===== src/hdl/rfc_pkg.sv =====
/*
  Package for the receive/transmit mode control block: register indices,
  field positions, reset values, codes and the carrier structs.
  Assumes an AXI4-Lite master with 12-bit byte addresses, 32-bit data.
*/
package rfc_pkg;
  localparam int RFC_AW = 12;
  // Register indices; byte address is four times the index
  localparam logic [7:0] RFC_RXMODE_IDX = 8'h13;
  localparam logic [7:0] RFC_TXCTRL_IDX = 8'h14;
  localparam logic [7:0] RFC_TXASK_IDX = 8'h15;
  localparam logic [7:0] RFC_TXSEL_IDX = 8'h16;
  localparam logic [7:0] RFC_STATUS_IDX = 8'h30;
  localparam logic [7:0] RFC_RXMODE_RST = 8'h00;
  localparam logic [7:0] RFC_TXCTRL_RST = 8'h80;
  localparam logic [7:0] RFC_TXASK_RST = 8'h00;
  localparam logic [7:0] RFC_TXSEL_RST = 8'h10;
  // Writable bits; the rest are reserved and read zero
  localparam logic [7:0] RFC_RXMODE_MASK = 8'hFC;
  localparam logic [7:0] RFC_TXCTRL_MASK = 8'hFB;
  localparam logic [7:0] RFC_TXASK_MASK = 8'h40;
  localparam logic [7:0] RFC_TXSEL_MASK = 8'h3F;
  localparam int RXM_CRC = 7;
  localparam int RXM_RATE_LSB = 4;
  localparam int RXM_SHORT = 3;
  localparam int RXM_MULTI = 2;
  localparam int TXC_INV2_ON = 7;
  localparam int TXC_INV1_ON = 6;
  localparam int TXC_INV2_OFF = 5;
  localparam int TXC_INV1_OFF = 4;
  localparam int TXC_CW2 = 3;
  localparam int TXC_EN2 = 1;
  localparam int TXC_EN1 = 0;
  localparam int ASK_FULL = 6;
  localparam int SEL_DRV_LSB = 4;
  localparam int SEL_AUX_LSB = 0;
  localparam logic [2:0] RATE_106 = 3'h0;
  localparam logic [2:0] RATE_848 = 3'h3;
  localparam int MIN_FRAME_BITS = 4;
  localparam logic [1:0] DRV_HIZ = 2'h0;
  localparam logic [1:0] DRV_MILLER = 2'h1;
  localparam logic [1:0] DRV_AUXIN = 2'h2;
  localparam logic [1:0] DRV_HIGH = 2'h3;
  localparam logic [3:0] AUX_HIZ = 4'h0;
  localparam logic [3:0] AUX_LOW = 4'h1;
  localparam logic [3:0] AUX_HIGH = 4'h2;
  localparam logic [3:0] AUX_TEST = 4'h3;
  localparam logic [3:0] AUX_MILLER = 4'h4;
  localparam logic [3:0] AUX_TXSER = 4'h5;
  localparam logic [3:0] AUX_RXDEC = 4'h7;
  localparam logic [1:0] RESP_OKAY = 2'h0;
  localparam logic [1:0] RESP_SLVERR = 2'h2;

  typedef enum logic {RX_IDLE, RX_ON} rfc_rx_t;

  typedef struct packed {
    logic awvalid;
    logic [RFC_AW-1:0] awaddr;
    logic wvalid;
    logic [31:0] wdata;
    logic [3:0] wstrb;
    logic bready;
    logic arvalid;
    logic [RFC_AW-1:0] araddr;
    logic rready;
  } rfc_axi_req_t;

  typedef struct packed {
    logic awready;
    logic wready;
    logic bvalid;
    logic [1:0] bresp;
    logic arready;
    logic rvalid;
    logic [31:0] rdata;
    logic [1:0] rresp;
  } rfc_axi_rsp_t;

  typedef struct packed {
    rfc_axi_rsp_t bus;
    logic awHave;
    logic [RFC_AW-1:0] awAddr;
    logic wHave;
    logic [7:0] wData;
    logic wLane0;
    logic [7:0] rxMode;
    logic [7:0] txCtrl;
    logic [7:0] txAsk;
    logic [7:0] txSel;
    rfc_rx_t rxSt;
    logic discard;
    logic done;
    logic pushValid;
    logic [7:0] pushData;
    logic [2:0] sync;
    logic auxIn;
    logic drv1;
    logic drv2;
    logic drvHiZ;
    logic auxOut;
    logic auxHiZ;
  } rfc_state_t;
endpackage : rfc_pkg


===== src/hdl/rfc_mode_ctrl.sv =====
/*
  Receive/transmit mode control: AXI4-Lite register slave, receiver on/off
  sequencing with multi-frame error byte, antenna driver and aux output logic.
  Assumes the frame decoder, command engine and encoder share clk; only the
  aux serial input pin arrives asynchronously.
*/
// The AXI4-Lite register port is this design's own decision.
`timescale 1ns/1ns

module rfc_mode_ctrl #(
  parameter int FRAME_BITS_W = 8,
  parameter logic [3:0] RX_CMD = 4'h1
) (
  input wire logic clk,
  input wire logic reset_n,
  input wire rfc_pkg::rfc_axi_req_t axiReq,
  output rfc_pkg::rfc_axi_rsp_t axiRsp,
  input wire logic cmdWrite,
  input wire logic [3:0] cmdCode,
  input wire logic rxArm,
  input wire logic rxFrameEnd,
  input wire logic [FRAME_BITS_W-1:0] rxFrameBits,
  input wire logic [7:0] errorRegValue,
  input wire logic millerEnvelope,
  input wire logic txSerialData,
  input wire logic rxDecodedData,
  input wire logic testBusBit,
  input wire logic auxSerialIn,
  output logic receiveActive,
  output logic receiveCrcCheckOn,
  output logic [2:0] receiveBitRate,
  output logic shortFrameDropped,
  output logic receiveDone,
  output logic fifoPushValid,
  output logic [7:0] fifoPushData,
  output logic forceFullAsk,
  output logic antennaDriveOne,
  output logic antennaDriveTwo,
  output logic antennaDriveHiZ,
  output logic auxSerialOut,
  output logic auxSerialOutHiZ
);
  import rfc_pkg::*;

  initial begin
    if (FRAME_BITS_W < 3) begin
      $error("FRAME_BITS_W too small to count a short frame");
    end
  end

  localparam rfc_state_t RST_STATE = '{
    rxMode: RFC_RXMODE_RST,
    txCtrl: RFC_TXCTRL_RST,
    txAsk: RFC_TXASK_RST,
    txSel: RFC_TXSEL_RST,
    rxSt: RX_IDLE,
    drvHiZ: 1'b0,
    auxHiZ: 1'b1,
    default: '0
  };

  rfc_state_t r;
  rfc_state_t rNxt;
  logic isShort;
  logic stopCmd;
  logic wrGo;
  logic [7:0] wrIdx;
  logic wrMapped;
  logic [7:0] rdIdx;
  logic [7:0] rdVal;
  logic [1:0] drvSel;
  logic env;

  assign isShort = rxFrameBits < FRAME_BITS_W'(MIN_FRAME_BITS);
  assign stopCmd = cmdWrite && (cmdCode != RX_CMD);
  assign drvSel = r.txSel[SEL_DRV_LSB +: 2];

  always_comb begin
    rNxt = r;
    rNxt.discard = 1'b0;
    rNxt.done = 1'b0;
    rNxt.pushValid = 1'b0;
    // Bus write: address and data may come in either order
    if (axiReq.awvalid && r.bus.awready) begin
      rNxt.awHave = 1'b1;
      rNxt.awAddr = axiReq.awaddr;
    end
    if (axiReq.wvalid && r.bus.wready) begin
      rNxt.wHave = 1'b1;
      rNxt.wData = axiReq.wdata[7:0];
      rNxt.wLane0 = axiReq.wstrb[0];
    end
    if (r.bus.bvalid && axiReq.bready) begin
      rNxt.bus.bvalid = 1'b0;
    end
    wrGo = r.awHave && r.wHave && !r.bus.bvalid;
    wrIdx = r.awAddr[9:2];
    wrMapped = (r.awAddr[RFC_AW-1:10] == '0) && (wrIdx == RFC_RXMODE_IDX
      || wrIdx == RFC_TXCTRL_IDX || wrIdx == RFC_TXASK_IDX
      || wrIdx == RFC_TXSEL_IDX || wrIdx == RFC_STATUS_IDX);
    if (wrGo) begin
      rNxt.awHave = 1'b0;
      rNxt.wHave = 1'b0;
      rNxt.bus.bvalid = 1'b1;
      rNxt.bus.bresp = wrMapped ? RESP_OKAY : RESP_SLVERR;
      if (r.wLane0) begin
        if (wrIdx == RFC_RXMODE_IDX && wrMapped) begin
          rNxt.rxMode = r.wData & RFC_RXMODE_MASK;
          if (r.wData[RXM_RATE_LSB +: 3] > RATE_848) begin
            rNxt.rxMode[RXM_RATE_LSB +: 3] = r.rxMode[RXM_RATE_LSB +: 3];
          end
          if (!r.wData[RXM_CRC] && rNxt.rxMode[RXM_RATE_LSB +: 3] != RATE_106) begin
            rNxt.rxMode[RXM_CRC] = r.rxMode[RXM_CRC];
          end
        end
        if (wrIdx == RFC_TXCTRL_IDX && wrMapped) begin
          rNxt.txCtrl = r.wData & RFC_TXCTRL_MASK;
        end
        if (wrIdx == RFC_TXASK_IDX && wrMapped) begin
          rNxt.txAsk = r.wData & RFC_TXASK_MASK;
        end
        if (wrIdx == RFC_TXSEL_IDX && wrMapped) begin
          rNxt.txSel = r.wData & RFC_TXSEL_MASK;
        end
      end
    end
    // Ready drops while a half is held so a second write cannot overrun it
    rNxt.bus.awready = !rNxt.awHave && !rNxt.bus.bvalid;
    rNxt.bus.wready = !rNxt.wHave && !rNxt.bus.bvalid;

    // Bus read
    rdIdx = axiReq.araddr[9:2];
    rdVal = 8'h00;
    if (axiReq.araddr[RFC_AW-1:10] == '0) begin
      unique case (rdIdx)
        RFC_RXMODE_IDX: rdVal = r.rxMode;
        RFC_TXCTRL_IDX: rdVal = r.txCtrl;
        RFC_TXASK_IDX: rdVal = r.txAsk;
        RFC_TXSEL_IDX: rdVal = r.txSel;
        RFC_STATUS_IDX: rdVal = {6'h00, r.auxIn, r.rxSt == RX_ON};
        default: rdVal = 8'h00;
      endcase
    end
    if (r.bus.rvalid && axiReq.rready) begin
      rNxt.bus.rvalid = 1'b0;
    end
    if (axiReq.arvalid && r.bus.arready) begin
      rNxt.bus.rvalid = 1'b1;
      rNxt.bus.rdata = {24'h000000, rdVal};
      rNxt.bus.rresp = (axiReq.araddr[RFC_AW-1:10] == '0 && (rdIdx == RFC_RXMODE_IDX
        || rdIdx == RFC_TXCTRL_IDX || rdIdx == RFC_TXASK_IDX
        || rdIdx == RFC_TXSEL_IDX || rdIdx == RFC_STATUS_IDX)) ? RESP_OKAY : RESP_SLVERR;
    end
    rNxt.bus.arready = !rNxt.bus.rvalid;

    // Receiver sequencing
    unique case (r.rxSt)
      RX_IDLE: begin
        if (rxArm) begin
          rNxt.rxSt = RX_ON;
        end
      end
      RX_ON: begin
        if (rxFrameEnd) begin
          if (r.rxMode[RXM_SHORT] && isShort) begin
            rNxt.discard = 1'b1;
          end else if (r.rxMode[RXM_MULTI]) begin
            rNxt.pushValid = 1'b1;
            rNxt.pushData = errorRegValue;
            rNxt.rxSt = RX_ON;
          end else begin
            rNxt.done = 1'b1;
            rNxt.rxSt = RX_IDLE;
          end
        end
        // stop by command or bit clear
        if (stopCmd || (r.rxMode[RXM_MULTI] && !rNxt.rxMode[RXM_MULTI])) begin
          rNxt.rxSt = RX_IDLE;
        end
        if (rxArm) begin
          rNxt.rxSt = RX_ON;
        end
      end
    endcase

    // Aux pin: the third stage is taken only when the second agrees with it, the first feeds the second alone
    rNxt.sync = {r.sync[1:0], auxSerialIn};
    if (r.sync[1] == r.sync[2]) begin
      rNxt.auxIn = r.sync[2];
    end

    unique case (drvSel)
      DRV_MILLER: env = millerEnvelope;
      DRV_AUXIN: env = r.auxIn;
      DRV_HIGH: env = 1'b1;
      DRV_HIZ: env = 1'b0;
    endcase
    rNxt.drvHiZ = (drvSel == DRV_HIZ);
    rNxt.drv1 = r.txCtrl[TXC_EN1] ? (env ^ r.txCtrl[TXC_INV1_ON]) : r.txCtrl[TXC_INV1_OFF];
    rNxt.drv2 = r.txCtrl[TXC_EN2]
      ? ((r.txCtrl[TXC_CW2] | env) ^ r.txCtrl[TXC_INV2_ON]) : r.txCtrl[TXC_INV2_OFF];

    rNxt.auxHiZ = 1'b0;
    unique case (r.txSel[SEL_AUX_LSB +: 4])
      AUX_LOW: rNxt.auxOut = 1'b0;
      AUX_HIGH: rNxt.auxOut = 1'b1;
      AUX_TEST: rNxt.auxOut = testBusBit;
      AUX_MILLER: rNxt.auxOut = millerEnvelope;
      AUX_TXSER: rNxt.auxOut = txSerialData;
      AUX_RXDEC: rNxt.auxOut = rxDecodedData;
      default: begin
        // The three-state code and reserved codes float the pin
        rNxt.auxOut = 1'b0;
        rNxt.auxHiZ = 1'b1;
      end
    endcase
  end

  always_ff @(posedge clk or negedge reset_n) begin
    if (!reset_n) begin
      r <= RST_STATE;
    end else begin
      r <= rNxt;
    end
  end

  assign axiRsp = r.bus;
  assign receiveActive = (r.rxSt == RX_ON);
  assign receiveCrcCheckOn = r.rxMode[RXM_CRC];
  assign receiveBitRate = r.rxMode[RXM_RATE_LSB +: 3];
  assign shortFrameDropped = r.discard;
  assign receiveDone = r.done;
  assign fifoPushValid = r.pushValid;
  assign fifoPushData = r.pushData;
  assign forceFullAsk = r.txAsk[ASK_FULL];
  assign antennaDriveOne = r.drv1;
  assign antennaDriveTwo = r.drv2;
  assign antennaDriveHiZ = r.drvHiZ;
  assign auxSerialOut = r.auxOut;
  assign auxSerialOutHiZ = r.auxHiZ;
endmodule : rfc_mode_ctrl


===== config.mk =====
export PLATFORM = sky130hd
export DESIGN_NAME = rfc_mode_ctrl
export DESIGN_NICKNAME = d
export VERILOG_FILES = /design/src/hdl/rfc_pkg.sv /design/src/hdl/rfc_mode_ctrl.sv
export SDC_FILE = /design/constraint.sdc
export NUM_CORES = 1
export LEC_CHECK = 0
export ABC_AREA = 1
export BUFFER_PORTS_ARGS = -buffer_cell sky130_fd_sc_hd__buf_2
export CAP_MARGIN = 10
export CORE_AREA = 2 2 91 93
export DETAILED_ROUTE_END_ITERATION = 6
export DIE_AREA = 0 0 93 95
export PLACE_DENSITY_LB_ADDON = 0.08
export SLEW_MARGIN = 15
export SYNTH_ARGS = -nofsm -noshare
export SYNTH_HDL_FRONTEND = slang
export SYNTH_SLANG_ARGS = --single-unit
export TNS_END_PERCENT = 5

===== constraint.sdc =====
create_clock -name clk -period 3.6 [get_ports clk]
set_input_delay 0.36 -clock clk [delete_from_list [all_inputs] [get_ports clk]]
set_output_delay 0.36 -clock clk [all_outputs]
set_load 0.01 [all_outputs]

# Word-level counts from Yosys, hierarchy flattened
# Index checks and enable logic that the tools add are counted.
[totals]
reg_bits = 81
in_bits = 95
out_inout_bits = 63
wordCells = 145
[op_classes]
magnitude_cmp = 2
eq_ne = 21
mux = 39
bitwise = 6
reduce_logical = 46
[ops]
columns = ["operator", "n"]
rows = [
  ["$eq A8 B5 Y1 const B", 8],
  ["$mux W27", 2],
  ["$pmux W8 S5", 1],
  ["$mux W35", 1],
  ["$mux W10", 2],
  ["$logic_and A1 B1 Y1", 19],
  ["$mux W3", 6],
  ["$eq A8 B6 Y1 const B", 2],
  ["$mux W8", 2],
  ["$mux W1", 14],
  ["$mux W13", 1],
  ["$eq A4 B3 Y1 const B", 3],
  ["$mux W12", 1],
  ["$reduce_and A3 Y1", 4],
  ["$mux W11", 1],
  ["$logic_or A1 B1 Y1", 9],
  ["$mux W9", 1],
  ["$eq A4 B2 Y1 const B", 2],
  ["$lt A8 B3 Y1 const B", 1],
  ["$reduce_and A4 Y1", 2],
  ["$logic_not A1 Y1", 7],
  ["$mux W7", 1],
  ["$logic_not A2 Y1", 3],
  ["$mux W6", 1],
  ["other kinds (15)", 20],
]

# Depth between registers and ports, before layout
# Gate-level depths: netlist of run 1.
[depth]
word_depth = 16
ltp_mapped = 11
ltp_nobuf = 11

# Least setup slack after synthesis of run 1
# No wires, ideal clock.
[synth_path]
kind = "reg2reg"
from = "register r[70] in the netlist's numbering"
to = "register r[43] in the netlist's numbering"
setup_time_ps = 118
arrival_ps = 1343
required_ps = 3482
setup_slack_ps = 2139
path_stages_with_launch = 12
path_buffers = 1
synth_period_minus_slack_ps = 1461
cell_sequence = "dfrtp_1 > inv_1 > nand2_1 > nor2_4 > nand3_1 > nand2_1 > nor2_2 > nor2_8 > nand3_4 > buf_6 > nand2_1 > o21ai_2"
[synth_via]
elab_chain_cells = 8
word_cells_on_any_way = 12
cone_classes = "eq/ne (5); reduce/logical (7)"
[synth_lines]
columns = ["item", "line_no", "text"]
rows = [
  ["start, declared", "rfc_mode_ctrl.sv:62", "rfc_state_t r;"],
  ["start signal, assigned", "rfc_mode_ctrl.sv:223", "r <= rNxt;"],
  ["$eq A8 B5 Y1, on equally long branches", "rfc_mode_ctrl.sv:98, rfc_mode_ctrl.sv:99, rfc_mode_ctrl.sv:116", ""],
  ["$logic_or A1 B1 Y1 (2 in series)", "rfc_mode_ctrl.sv:99", "|| wrIdx == RFC_TXCTRL_IDX || wrIdx == RFC_TXASK_IDX"],
  ["$logic_or A1 B1 Y1 (2 in series)", "rfc_mode_ctrl.sv:100", "|| wrIdx == RFC_TXSEL_IDX || wrIdx == RFC_STATUS_IDX);"],
  ["$logic_and A1 B1 Y1", "rfc_mode_ctrl.sv:98", "wrMapped = (r.awAddr[RFC_AW-1:10] == '0) && (wrIdx == RFC_RXMODE_IDX"],
  ["$logic_and A1 B1 Y1 *", "rfc_mode_ctrl.sv:116", "if (wrIdx == RFC_TXCTRL_IDX && wrMapped) begin"],
  ["$reduce_and A3 Y1 (no source line) *", "n/a", ""],
]
# Every way passes the cells marked *; elsewhere a longest branch is shown, timed or not.
# A chain may end at the register's enable or synchronous reset.

==> results of run 1 <==
-- power by group --
group / internal (W) / switching, W
clock: 0.000409 / 0.000300
combinational: 0.000151 / 0.000330
sequential: 0.00101 / 0.0000776
-- synthesized netlist by cell type, types with 2 or more instances --
cell,instances
dfstp_2,3
nand4_1,4
o21ai_1,6
o21ai_2,7
nor3_1,7
buf_4,52
clkinv_1,4
buf_6,2
xor2_1,2
o21ai_0,27
nand2_2,2
nand2_1,135
nor4_1,2
clkbuf_1,2
inv_1,49
nand3_1,27
nor2_1,29
o211ai_1,3
dfrtp_1,74
a21oi_1,8
-- per-stage QoR --
step                      worst slack [ns]  power [W]  cell area, µm²   util
after floorplan                       2.14    0.00148            3910      -
after CTS                             1.88    0.00231            4330  0.547
after detailed placement              1.81    0.00159            4120  0.519
final                                 1.90    0.00228            4330  0.547
after global routing                  1.65    0.00244            4330  0.547
after global placement                1.87    0.00158            4120  0.519
-- worst max path at each step --
stage	startpoint	endpoint	slack [ns]	depth (start not counted)
after floorplan	r[70]	r[43]	2.14	11
after detailed placement	rxFrameBits[4]	fifoPushData[4]	1.81	10
after global placement	rxFrameBits[4]	fifoPushData[4]	1.87	10
final	axiRsp[38]	r[47]	1.90	8
after CTS	axiRsp[38]	receiveBitRate[2]	1.88	8
after global routing	axiRsp[38]	r[47]	1.65	8
-- flip-flops by register name, indices dropped and copies added (netlist names), 2 cells and up --
name / cells
axiRsp: 15
receiveBitRate: 3
drvSel: 2
fifoPushData: 8
r: 38
-- worst max-delay path: cells and delay by family (launching register included) --
kind                   cells  cell delay, ns
AOI/OAI and AO/OA          1            0.18
DFF                        1            0.38
buffers and inverters      3            0.22
and+or+nand+nor            4            0.82
-- logic make-up (layout without fill, tap and decap cells) --
family                     after synthesis  count (layout)  share of synthesized area
DFF                                     77              77                      0.506
and+or+nand+nor                        213             213                      0.242
other                                    1              26                   0.000982
adders and majority gates                1               1                    0.00262
buffers and inverters                  110             168                      0.163
AOI/OAI and AO/OA                       54              54                     0.0813
xor gates and xnor gates                 2               2                    0.00459
-- routing by layer --
layer | global-route usage | up-vias | wire length, µm
li1 | - | 1522 | -
met1 | 0.237 | 1331 | 3410
met2 | 0.290 | 76 | 3600
met3 | 0.0415 | 12 | 409
met4 | 0.0870 | 0 | 143
met5 | 0 | - | 0
-- cell type report --
cell class | count | area (µm²)
fill | 817 | 3590
sequential | 77 | 1930
inverter | 54 | 203
clock buffer | 12 | 145
timing repair buffer | 98 | 493
clock inverter | 4 | 72.6
multi-input combinational | 296 | 1360
tap | 105 | 131
==> impl_results.md, run 1 <==
- Most frequent cells in the layout: nand2_1 (135), buf_2 (97), dfrtp_1 (74)
- Longest Clk Path Bufs: 2
- Resize count post-CTS: 0
- FP Rows: 33
- Max IR drop VDD: 0.433 mV
- Total gr overflow: 0
- GRT Resource Usage Total: 0.182
- Crit-path cells: inv_1 > nand3_1 > inv_1 > nand2_1 > nor2_1 > nand2_2 > o21ai_0 > inv_1
- Routed WL: 7570 µm
- Hold Path Stages: 1
- Max-slew headroom: 0.368
- Post-Layout Cell Count: 646
- Synthesized cell area: 0.00382 mm²
- CTS buffer count: 9
- Avg Synthesized Cell Area: 8.33 µm²
- MaxCap Viol Count: 0
- Commonest non-fill, non-tap cell in the layout: nand2_1
- Synth Instances: 458
- Critical path arrival: 1.92 ns
- Crit share post-route: 0.472
- CTS Hold Bufs: 0
- Top FF cell, synth: dfrtp_1
- Worst Path Required: 3.83 ns
- R2R depth: 8
- Synth warn: 0
- FMAX: 0.588 GHz
- Routed Antenna Nets: 0
- Reg2Reg Setup Slack: 1.90 ns
- Share of Yosys cell area claimed by the top area cell type: 0.485
- CP max stage cell: nor2_1
- Reg clk slew, reported paths: 0.08 ns
- Max FO, Critical Path: 7
- Setup_tns: 0 ns
- Worst-Margin Slew: 0.947 ns
- Hold path endpoint: r[6]
- Number of global-route vias before repair: 2781
- Nets: 631
- H-tree depth: 3
- Clock skew: 0.00710 ns
- Placed insts: 630
- RSZ-0062 raised after global routing: no
- Via Count: 2941
- DRC violation count after routing: 0
- Cell at the root of the clock tree: clkbuf_8
- Synth cell types: 33
- Iter 0 DRT Violations: 103
- GP Congestion: 0.752
- Initial antenna violation count: 0
- Yosys reg bits: 77
- Initial core utilization: 0.482
- DIE WIDTH: 93 µm
- IO buf count: 98
- Setup CP Type: flop to flop
- Via density: 4.55
- Core Footprint: 0.00793 mm²
- CP startpoint kind: flop
- Die area: 0.00884 mm²
- Status: finished, final reports clean
- Die height: 95 µm
- Ant diodes: 0
- Leakage: 2.41 nW
- Setup bufs post-CTS: 0
- First-pass GRT wire length: 12600 µm
- Final setup violation count: 0
- Clock Latency Late Sink: 0.33 ns
- P per Cell Area: 526 mW/mm²
- Hold WC Path Type: primary input to flop
- Slew Viols, Final: 0
- Worst R2R End: r[47]
- Max incr delay on CP: 0.40 ns
- Period minus WS final: 1.70 ns
- Ys async rst share: 1.00
- # clock sinks: 77
- Area grow syn2layout: 13.5%
- Hold Fails Final Rpt: 0
- Seq/Total Area, Yosys: 0.506
- First-pass DRT Iterations: 4
- Hold WS: 0.139 ns
- Worst R2R Start: axiRsp[38]
- Largest net degree at the start of global routing: 78
- Post-synth EDFFs: 0
- Most frequent CP cell: inv_1
- Dominant cells by area after synthesis: dfrtp_1 (49%), nand2_1 (13%), buf_4 (10%)
- Routed len/inst: 11.7 µm
- Detailed-placement wirelength estimate: 5560 µm
- Most area-hungry cell type in the Yosys netlist: dfrtp_1
- CTS tree: built
- Critical Path Sink Type: flop
- Startpoint of the worst hold path: auxSerialIn
- Layout cell share with drive strength beyond 1: 0.242
- Io pins: 158
Note: power is estimated with default switching activity, not from simulation.
==> inputs of run 2 (changes only) <==
CORE_AREA = 2 2 93 95   (was 2 2 91 93)
DIE_AREA = 0 0 95 97   (was 0 0 93 95)
clock period = 1.76 ns   (was 3.6 ns; I/O delays follow)
==> run 2 against run 1 <==
Net effect: largest power group unchanged; worst hold slack worse by 0.12 ns; sequential cell count unchanged; total power up 94%; critical path type unchanged.
==> impl_results.md, run 2 (synthesized netlist as in run 1, its figures left out) <==
- Hold Fails Final Rpt: 0 (unchanged)
- H-tree depth: 3 (unchanged)
- Largest net degree at the start of global routing: 56 (was 78)
- Leakage: 2.43 nW (was 2.41 nW)
- Core Footprint: 0.00813 mm² (was 0.00793 mm²)
- Routed WL: 7810 µm (was 7570 µm)
- Io pins: 158 (unchanged)
- Setup CP Type: flop to flop (unchanged)
- Int Pwr: 0.00292 W (was 0.00157 W)
- Clock skew: 0.00840 ns (was 0.00710 ns)
- Most frequent cells in the layout: nand2_1 (135), buf_2 (97), dfrtp_1 (74) (unchanged)
- Initial antenna violation count: 0 (unchanged)
- First-pass DRT Iterations: 4 (unchanged)
- P per Cell Area: 1010 mW/mm² (was 526 mW/mm²)
- Hold WC Path Type: primary input to flop (unchanged)
- IO buf count: 98 (unchanged)
- Multi-input logic area: 0.00137 mm² (was 0.00136 mm²)
- Top reg by flops: r (unchanged)
- DRC violation count after routing: 0 (unchanged)
- Placed insts: 634 (was 630)
- Setup_tns: 0 ns (unchanged)
- Storage element area: 0.00193 mm² (unchanged)
- DR WL met3: 493 µm (was 409 µm)
- Nets: 639 (was 631)
- Via Count: 3005 (was 2941)
- Die area: 0.00922 mm² (was 0.00884 mm²)
- Switching power of the nets: 0.00149 W (was 0.000708 W)
- Ant diodes: 0 (unchanged)
- Layout cell share with drive strength beyond 1: 0.248 (was 0.242)
- FP Rows: 33 (unchanged)
- Routed len/inst: 11.9 µm (was 11.7 µm)
- Startpoint of the worst hold path: errorRegValue[3] (was auxSerialIn)
- Worst R2R End: r[44] (was r[47])
- R2R depth: 10 (was 8)
- Crit-path cells: inv_1 > nand2_1 > nor2_4 > nand2_1 > nand3_1 > nor2_2 > nor2_8 > nand3_2 > nand2_1 > o21ai_2 (was inv_1 > nand3_1 > inv_1 > nand2_1 > nor2_1 > nand2_2 > o21ai_0 > inv_1)
- Total gr overflow: 0 (unchanged)
- Final setup violation count: 0 (unchanged)
- Seq pwr share: 0.506 (was 0.478)
- Crit share post-route: 0.942 (was 0.472)
- Worst R2R Start: r[70] (was axiRsp[38])
- Post-Layout Cell Count: 654 (was 646)
- Hold path endpoint: fifoPushData[3] (was r[6])
- Iter 0 DRT Violations: 118 (was 103)
- Most frequent CP cell: nand2_1 (was inv_1)
- WL met2: 3740 µm (was 3600 µm)
- Cell at the root of the clock tree: clkbuf_8 (unchanged)
- Max incr delay on CP: 0.38 ns (was 0.40 ns)
- DIE WIDTH: 95 µm (was 93 µm)
- CTS buffer count: 9 (unchanged)
- Critical Path Sink Type: flop (unchanged)
- Commonest non-fill, non-tap cell in the layout: nand2_1 (unchanged)
- First-pass GRT wire length: 12600 µm (about the same)
- Worst Path Required: 2.03 ns (was 3.83 ns)
- Longest Clk Path Bufs: 2 (unchanged)
- Number of global-route vias before repair: 2749 (was 2781)
- Status: finished, final reports clean (unchanged)
- FMAX: 0.603 GHz (was 0.588 GHz)
- GP Congestion: 0.834 (was 0.752)
- GRT Resource Usage Total: 0.173 (was 0.182)
- Switching Share: 0.339 (was 0.311)
- Area grow syn2layout: 14.5% (was 13.5%)
- Die height: 97 µm (was 95 µm)
- Critical path arrival: 1.93 ns (was 1.92 ns)
- Largest register FFs: 38 (unchanged)
- Detailed-placement wirelength estimate: 5820 µm (was 5560 µm)
- Initial core utilization: 0.469 (was 0.482)
- CP max stage cell: dfrtp_1 (was nor2_1)
- Via density: 4.59 (was 4.55)
- Period minus WS final: 1.66 ns (was 1.70 ns)
- Crit path launch: r[70] (was axiRsp[38])
- Slew Viols, Final: 0 (unchanged)
- CTS tree: built (unchanged)
- Comb power frac: 0.230 (was 0.211)
- Max-slew headroom: 0.639 (was 0.368)
- RSZ-0062 raised after global routing: yes (was no)
- Top layer in use: met4 (unchanged)
- Worst-Margin Slew: 0.537 ns (was 0.947 ns)
- Post-Route M1 WL: 3440 µm (was 3410 µm)
- MaxCap Viol Count: 0 (unchanged)
- Max IR drop VDD: 0.688 mV (was 0.433 mV)
- # clock sinks: 77 (unchanged)
- Util after Layout: 0.537 (was 0.547)
- Reg clk slew, reported paths: 0.08 ns (about the same)
- Reg2Reg Setup Slack: 0.10 ns (was 1.90 ns)
- FILL cells: 829 (was 817)
- CP startpoint kind: flop (unchanged)
- Clock Latency Late Sink: 0.34 ns (was 0.33 ns)
- Clock power frac: 0.264 (was 0.311)
- Routed Antenna Nets: 0 (unchanged)
- Hold Path Stages: 3 (was 1)
- Max FO, Critical Path: 10 (was 7)
## run 2: cell count changes in the layout (fill, tap and decap cells not counted), sizes merged
cell,previous run,this run
buf,98,102
clkinvlp,1,5
dlygate4sd3,0,3
bufinv,2,0
clkbuf,12,11
clkinv,5,4
nand3,28,29
## run 2: cell type report
cell class | instances | share of cell area
multi-input combinational | 297 | 0.314
clock inverter | 5 | 0.00859
clock buffer | 11 | 0.0301
inverter | 54 | 0.0464
tap | 105 | 0.0301
timing repair buffer | 105 | 0.129
sequential | 77 | 0.442
## run 2: power by group through the flow
stage | logic (W) | clock network (W) | registers, W
after global placement | 0.000990 | 0 | 0.00226
after detailed placement | 0.00102 | 0 | 0.00227
after CTS | 0.00102 | 0.00120 | 0.00224
final | 0.00101 | 0.00116 | 0.00223
after floorplan | 0.000804 | 0 | 0.00222
after global routing | 0.00118 | 0.00127 | 0.00228
## run 2: worst max-delay path by stage
| stage | endpoint | slack [ns] | cells after the start |
|---|---|---|---|
| floorplan | r[43] | 0.30 | 11 |
| global placement | r[40] | 0.16 | 10 |
| detailed placement | r[40] | 0.14 | 10 |
| CTS | r[42] | 0.11 | 10 |
| global route | r[44] | -0.08 | 10 |
| finish | r[44] | 0.10 | 10 |
## run 2: what timing repair did
action,in CTS,in global routing
hold endpoints to repair,24,0
gates resized for setup,0,2
hold buffers,3,0
endpoints found under the setup margin,0,15
setup buffers,0,0
## run 2: per-stage QoR
stage / setup slack, ns / area [µm²] / total power, W / hold WS, ns
2_1_floorplan: 0.299 / 3910 / 0.00303 / -0.120
3_3_place_gp: 0.160 / 4160 / 0.00325 / 0.0857
3_5_place_dp: 0.138 / 4160 / 0.00328 / 0.0899
4_1_cts: 0.108 / 4360 / 0.00446 / 0.00416
5_1_grt: -0.0789 / 4370 / 0.00473 / 0.0233
6_report: 0.103 / 4370 / 0.00441 / 0.0210
## run 2: routing by layer
metal	up-vias	track usage
li1	1539	-
met1	1358	0.224
met2	95	0.283
met3	13	0.0382
met4	0	0.0669
met5	-	0
## run 2: critical path, delay by kind of cell, from the launching register on
family / cells / cell delay [ns]
AOI/OAI and AO/OA: 1 / 0.05
and+or+nand+nor: 8 / 1.09
DFF: 1 / 0.38
buffers and inverters: 1 / 0.07
==> inputs of run 3 (changes only) <==
BUFFER_PORTS_ARGS = -buffer_cell sky130_fd_sc_hd__buf_4   (was -buffer_cell sky130_fd_sc_hd__buf_2)
CAP_MARGIN = unset   (was 10)
==> run 3 against run 2 <==
Net effect: critical path depth unchanged; register-to-register slack barely moved; via count increased by 1.4%; die area unchanged; combinational power up 9.9%; worst hold slack improved by 0.0011 ns; maximum frequency is 0.80% higher; sequential power is essentially flat; clock power up 26%; final area rose by 6.6%; critical endpoint unchanged; clock skew increased by 0.00067 ns.
==> impl_results.md, run 3 (synthesized netlist as in run 1, its figures left out) <==
- MaxCap Viol Count: 0 (unchanged)
- Reg clk slew, reported paths: 0.08 ns (about the same)
- Largest delay contributor family on the critical path: simple AND/OR/NAND/NOR gates (unchanged)
- Clock skew: 0.00907 ns (was 0.00840 ns)
- Crit share post-route: 0.934 (was 0.942)
- Slew Viols, Final: 0 (unchanged)
- # clock sinks: 77 (unchanged)
- Number of global-route vias before repair: 2843 (was 2749)
- Max FO, Critical Path: 8 (was 10)
- Post-DP Area: 0.00440 mm² (was 0.00416 mm²)
- Worst R2R End: r[44] (unchanged)
- Ant diodes: 0 (unchanged)
- GRT Resource Usage Total: 0.175 (was 0.173)
- First-pass DRT Iterations: 4 (unchanged)
- RSZ-0062 raised after global routing: yes (unchanged)
- Routed WL: 7960 µm (was 7810 µm)
- Hold WS: 0.0221 ns (was 0.0210 ns)
- Final setup violation count: 0 (unchanged)
- Detailed-placement wirelength estimate: 5900 µm (was 5820 µm)
- WP buf/inv: 1 (unchanged)
- Longest Clk Path Bufs: 2 (unchanged)
- Io pins: 158 (unchanged)
- Max-slew headroom: 0.650 (was 0.639)
- Largest register FFs: 38 (unchanged)
- P per Cell Area: 1030 mW/mm² (was 1010 mW/mm²)
- Via Count: 3046 (was 3005)
- CP startpoint kind: flop (unchanged)
- FMAX: 0.608 GHz (was 0.603 GHz)
- Max incr delay on CP: 0.40 ns (was 0.38 ns)
- Setup CP Type: flop to flop (unchanged)
- Comb power frac: 0.232 (was 0.230)
- Final WS setup: 0.116 ns (was 0.103 ns)
- Total gr overflow: 0 (unchanged)
- H-tree depth: 3 (unchanged)
- Switching Share: 0.312 (was 0.339)
- Largest net degree at the start of global routing: 56 (unchanged)
- Via density: 4.65 (was 4.59)
- Hold Fails Final Rpt: 0 (unchanged)
- Clock Latency Late Sink: 0.34 ns (about the same)
- CTS tree: built (unchanged)
- Initial antenna violation count: 0 (unchanged)
- Worst R2R Start: r[66] (was r[70])
- Startpoint of the worst hold path: rxArm (was errorRegValue[3])
- Cell at the root of the clock tree: clkbuf_8 (unchanged)
- Hold WC Path Type: primary input to flop (unchanged)
- Die height: 97 µm (unchanged)
- Leakage: 2.52 nW (was 2.43 nW)
- Routed Antenna Nets: 0 (unchanged)
- Area grow syn2layout: 22.1% (was 14.5%)
- Hold path endpoint: receiveActive (was fifoPushData[3])
- Crit-path cells: inv_1 > nand2_1 > nor2_1 > nand2_1 > nand3_1 > nor2_2 > nor2_8 > nand3_2 > nand2_1 > o21ai_2 (was inv_1 > nand2_1 > nor2_4 > nand2_1 > nand3_1 > nor2_2 > nor2_8 > nand3_2 > nand2_1 > o21ai_2)
- Max IR drop VDD: 0.654 mV (was 0.688 mV)
- Iter 0 DRT Violations: 158 (was 118)
- Reg2Reg Setup Slack: 0.12 ns (was 0.10 ns)
- Layout cell share with drive strength beyond 1: 0.253 (was 0.248)
- Critical path arrival: 1.91 ns (was 1.93 ns)
- Most frequent CP cell: nand2_1 (unchanged)
- Initial core utilization: 0.469 (unchanged)
- GP Congestion: 0.824 (was 0.834)
- Most frequent cells in the layout: nand2_1 (135), buf_4 (103), dfrtp_1 (74) (was nand2_1 (135), buf_2 (97), dfrtp_1 (74))
- Clock power frac: 0.303 (was 0.264)
- DIE WIDTH: 95 µm (unchanged)
- Seq pwr share: 0.465 (was 0.506)
- Status: finished, final reports clean (unchanged)
- Switching power of the nets: 0.00150 W (was 0.00149 W)
- Worst-Margin Slew: 0.521 ns (was 0.537 ns)
- First-pass GRT wire length: 12900 µm (was 12600 µm)
- Routed len/inst: 12.1 µm (was 11.9 µm)
- Critical Path Sink Type: flop (unchanged)
- Die area: 0.00922 mm² (unchanged)
- R2R depth: 10 (unchanged)
- Nets: 640 (was 639)
- CP max stage cell: dfrtp_1 (unchanged)
- DRC violation count after routing: 0 (unchanged)
- Int Pwr: 0.00331 W (was 0.00292 W)
- Post-place setup slack: 0.138 ns (about the same)
- Commonest non-fill, non-tap cell in the layout: nand2_1 (unchanged)
- Worst Path Required: 2.03 ns (about the same)
- IO buf count: 98 (unchanged)
- Period minus WS final: 1.64 ns (was 1.66 ns)
- CTS buffer count: 9 (unchanged)
- FP Rows: 33 (unchanged)
- Top reg by flops: r (unchanged)
- Hold Path Stages: 3 (unchanged)
- Final instance area: 0.00466 mm² (was 0.00437 mm²)
- Util after Layout: 0.573 (was 0.537)
- Core Footprint: 0.00813 mm² (unchanged)
[run 3: changes by cell type in the layout (fill, tap and decap cells not counted), sizes merged]
cell,change
buf,+2
dlygate4sd3,-1
clkinv,+3
clkinvlp,-5
bufinv,+2
[run 3: final cells by class]
type / instances / area (µm²)
timing repair buffer: 106 / 813
clock buffer: 11 / 141
sequential: 77 / 1930
tap: 105 / 131
clock inverter: 5 / 75.1
inverter: 54 / 203
multi-input combinational: 297 / 1370
fill: 785 / 3470
[run 3: power groups by stage]
stage	clock [W]	combinational [W]	sequential (W)
6_report	0.00146	0.00111	0.00224
3_5_place_dp	0	0.00110	0.00227
4_1_cts	0.00149	0.00112	0.00224
2_1_floorplan	0	0.000804	0.00222
5_1_grt	0.00154	0.00128	0.00228
3_3_place_gp	0	0.00106	0.00226
[run 3: how the worst max path moves through the flow]
stage | start | end | slack [ns] | depth (start not counted)
floorplan | r[70] | r[43] | 0.30 | 11
global placement | r[70] | r[40] | 0.16 | 10
detailed placement | r[70] | r[40] | 0.14 | 10
CTS | r[70] | r[40] | 0.1 | 10
global route | r[66] | r[44] | -0.03 | 10
finish | r[66] | r[44] | 0.12 | 10
[run 3: repair_timing]
action                     4_1_cts  5_1_grt
setup endpoints to repair        0       11
setup buffers                    0        2
gates resized for setup          0        1
hold endpoints to repair        23        0
hold buffers                     2        0
[run 3: tightest hold or removal path, delay by kind of cell]
kind	cells	cell delay [ns]
buffers and inverters	2	0.11
AND/OR/NAND/NOR	1	0.05
[run 3: routing by layer]
| layer | GRT usage | share of wire |
|---|---|---|
| met5 | 0 | 0 |
| met4 | 0.0658 | 0.015 |
| met3 | 0.0343 | 0.059 |
| met2 | 0.279 | 0.48 |
| met1 | 0.235 | 0.45 |
[run 3: per-stage QoR]
stage               std cells  setup TNS, ns  power [W]
finish                    655              0    0.00481
global route              655         -0.255    0.00510
CTS                       652              0    0.00484
detailed placement        634              0    0.00337
floorplan                 483              0    0.00303
global placement          634              0    0.00332
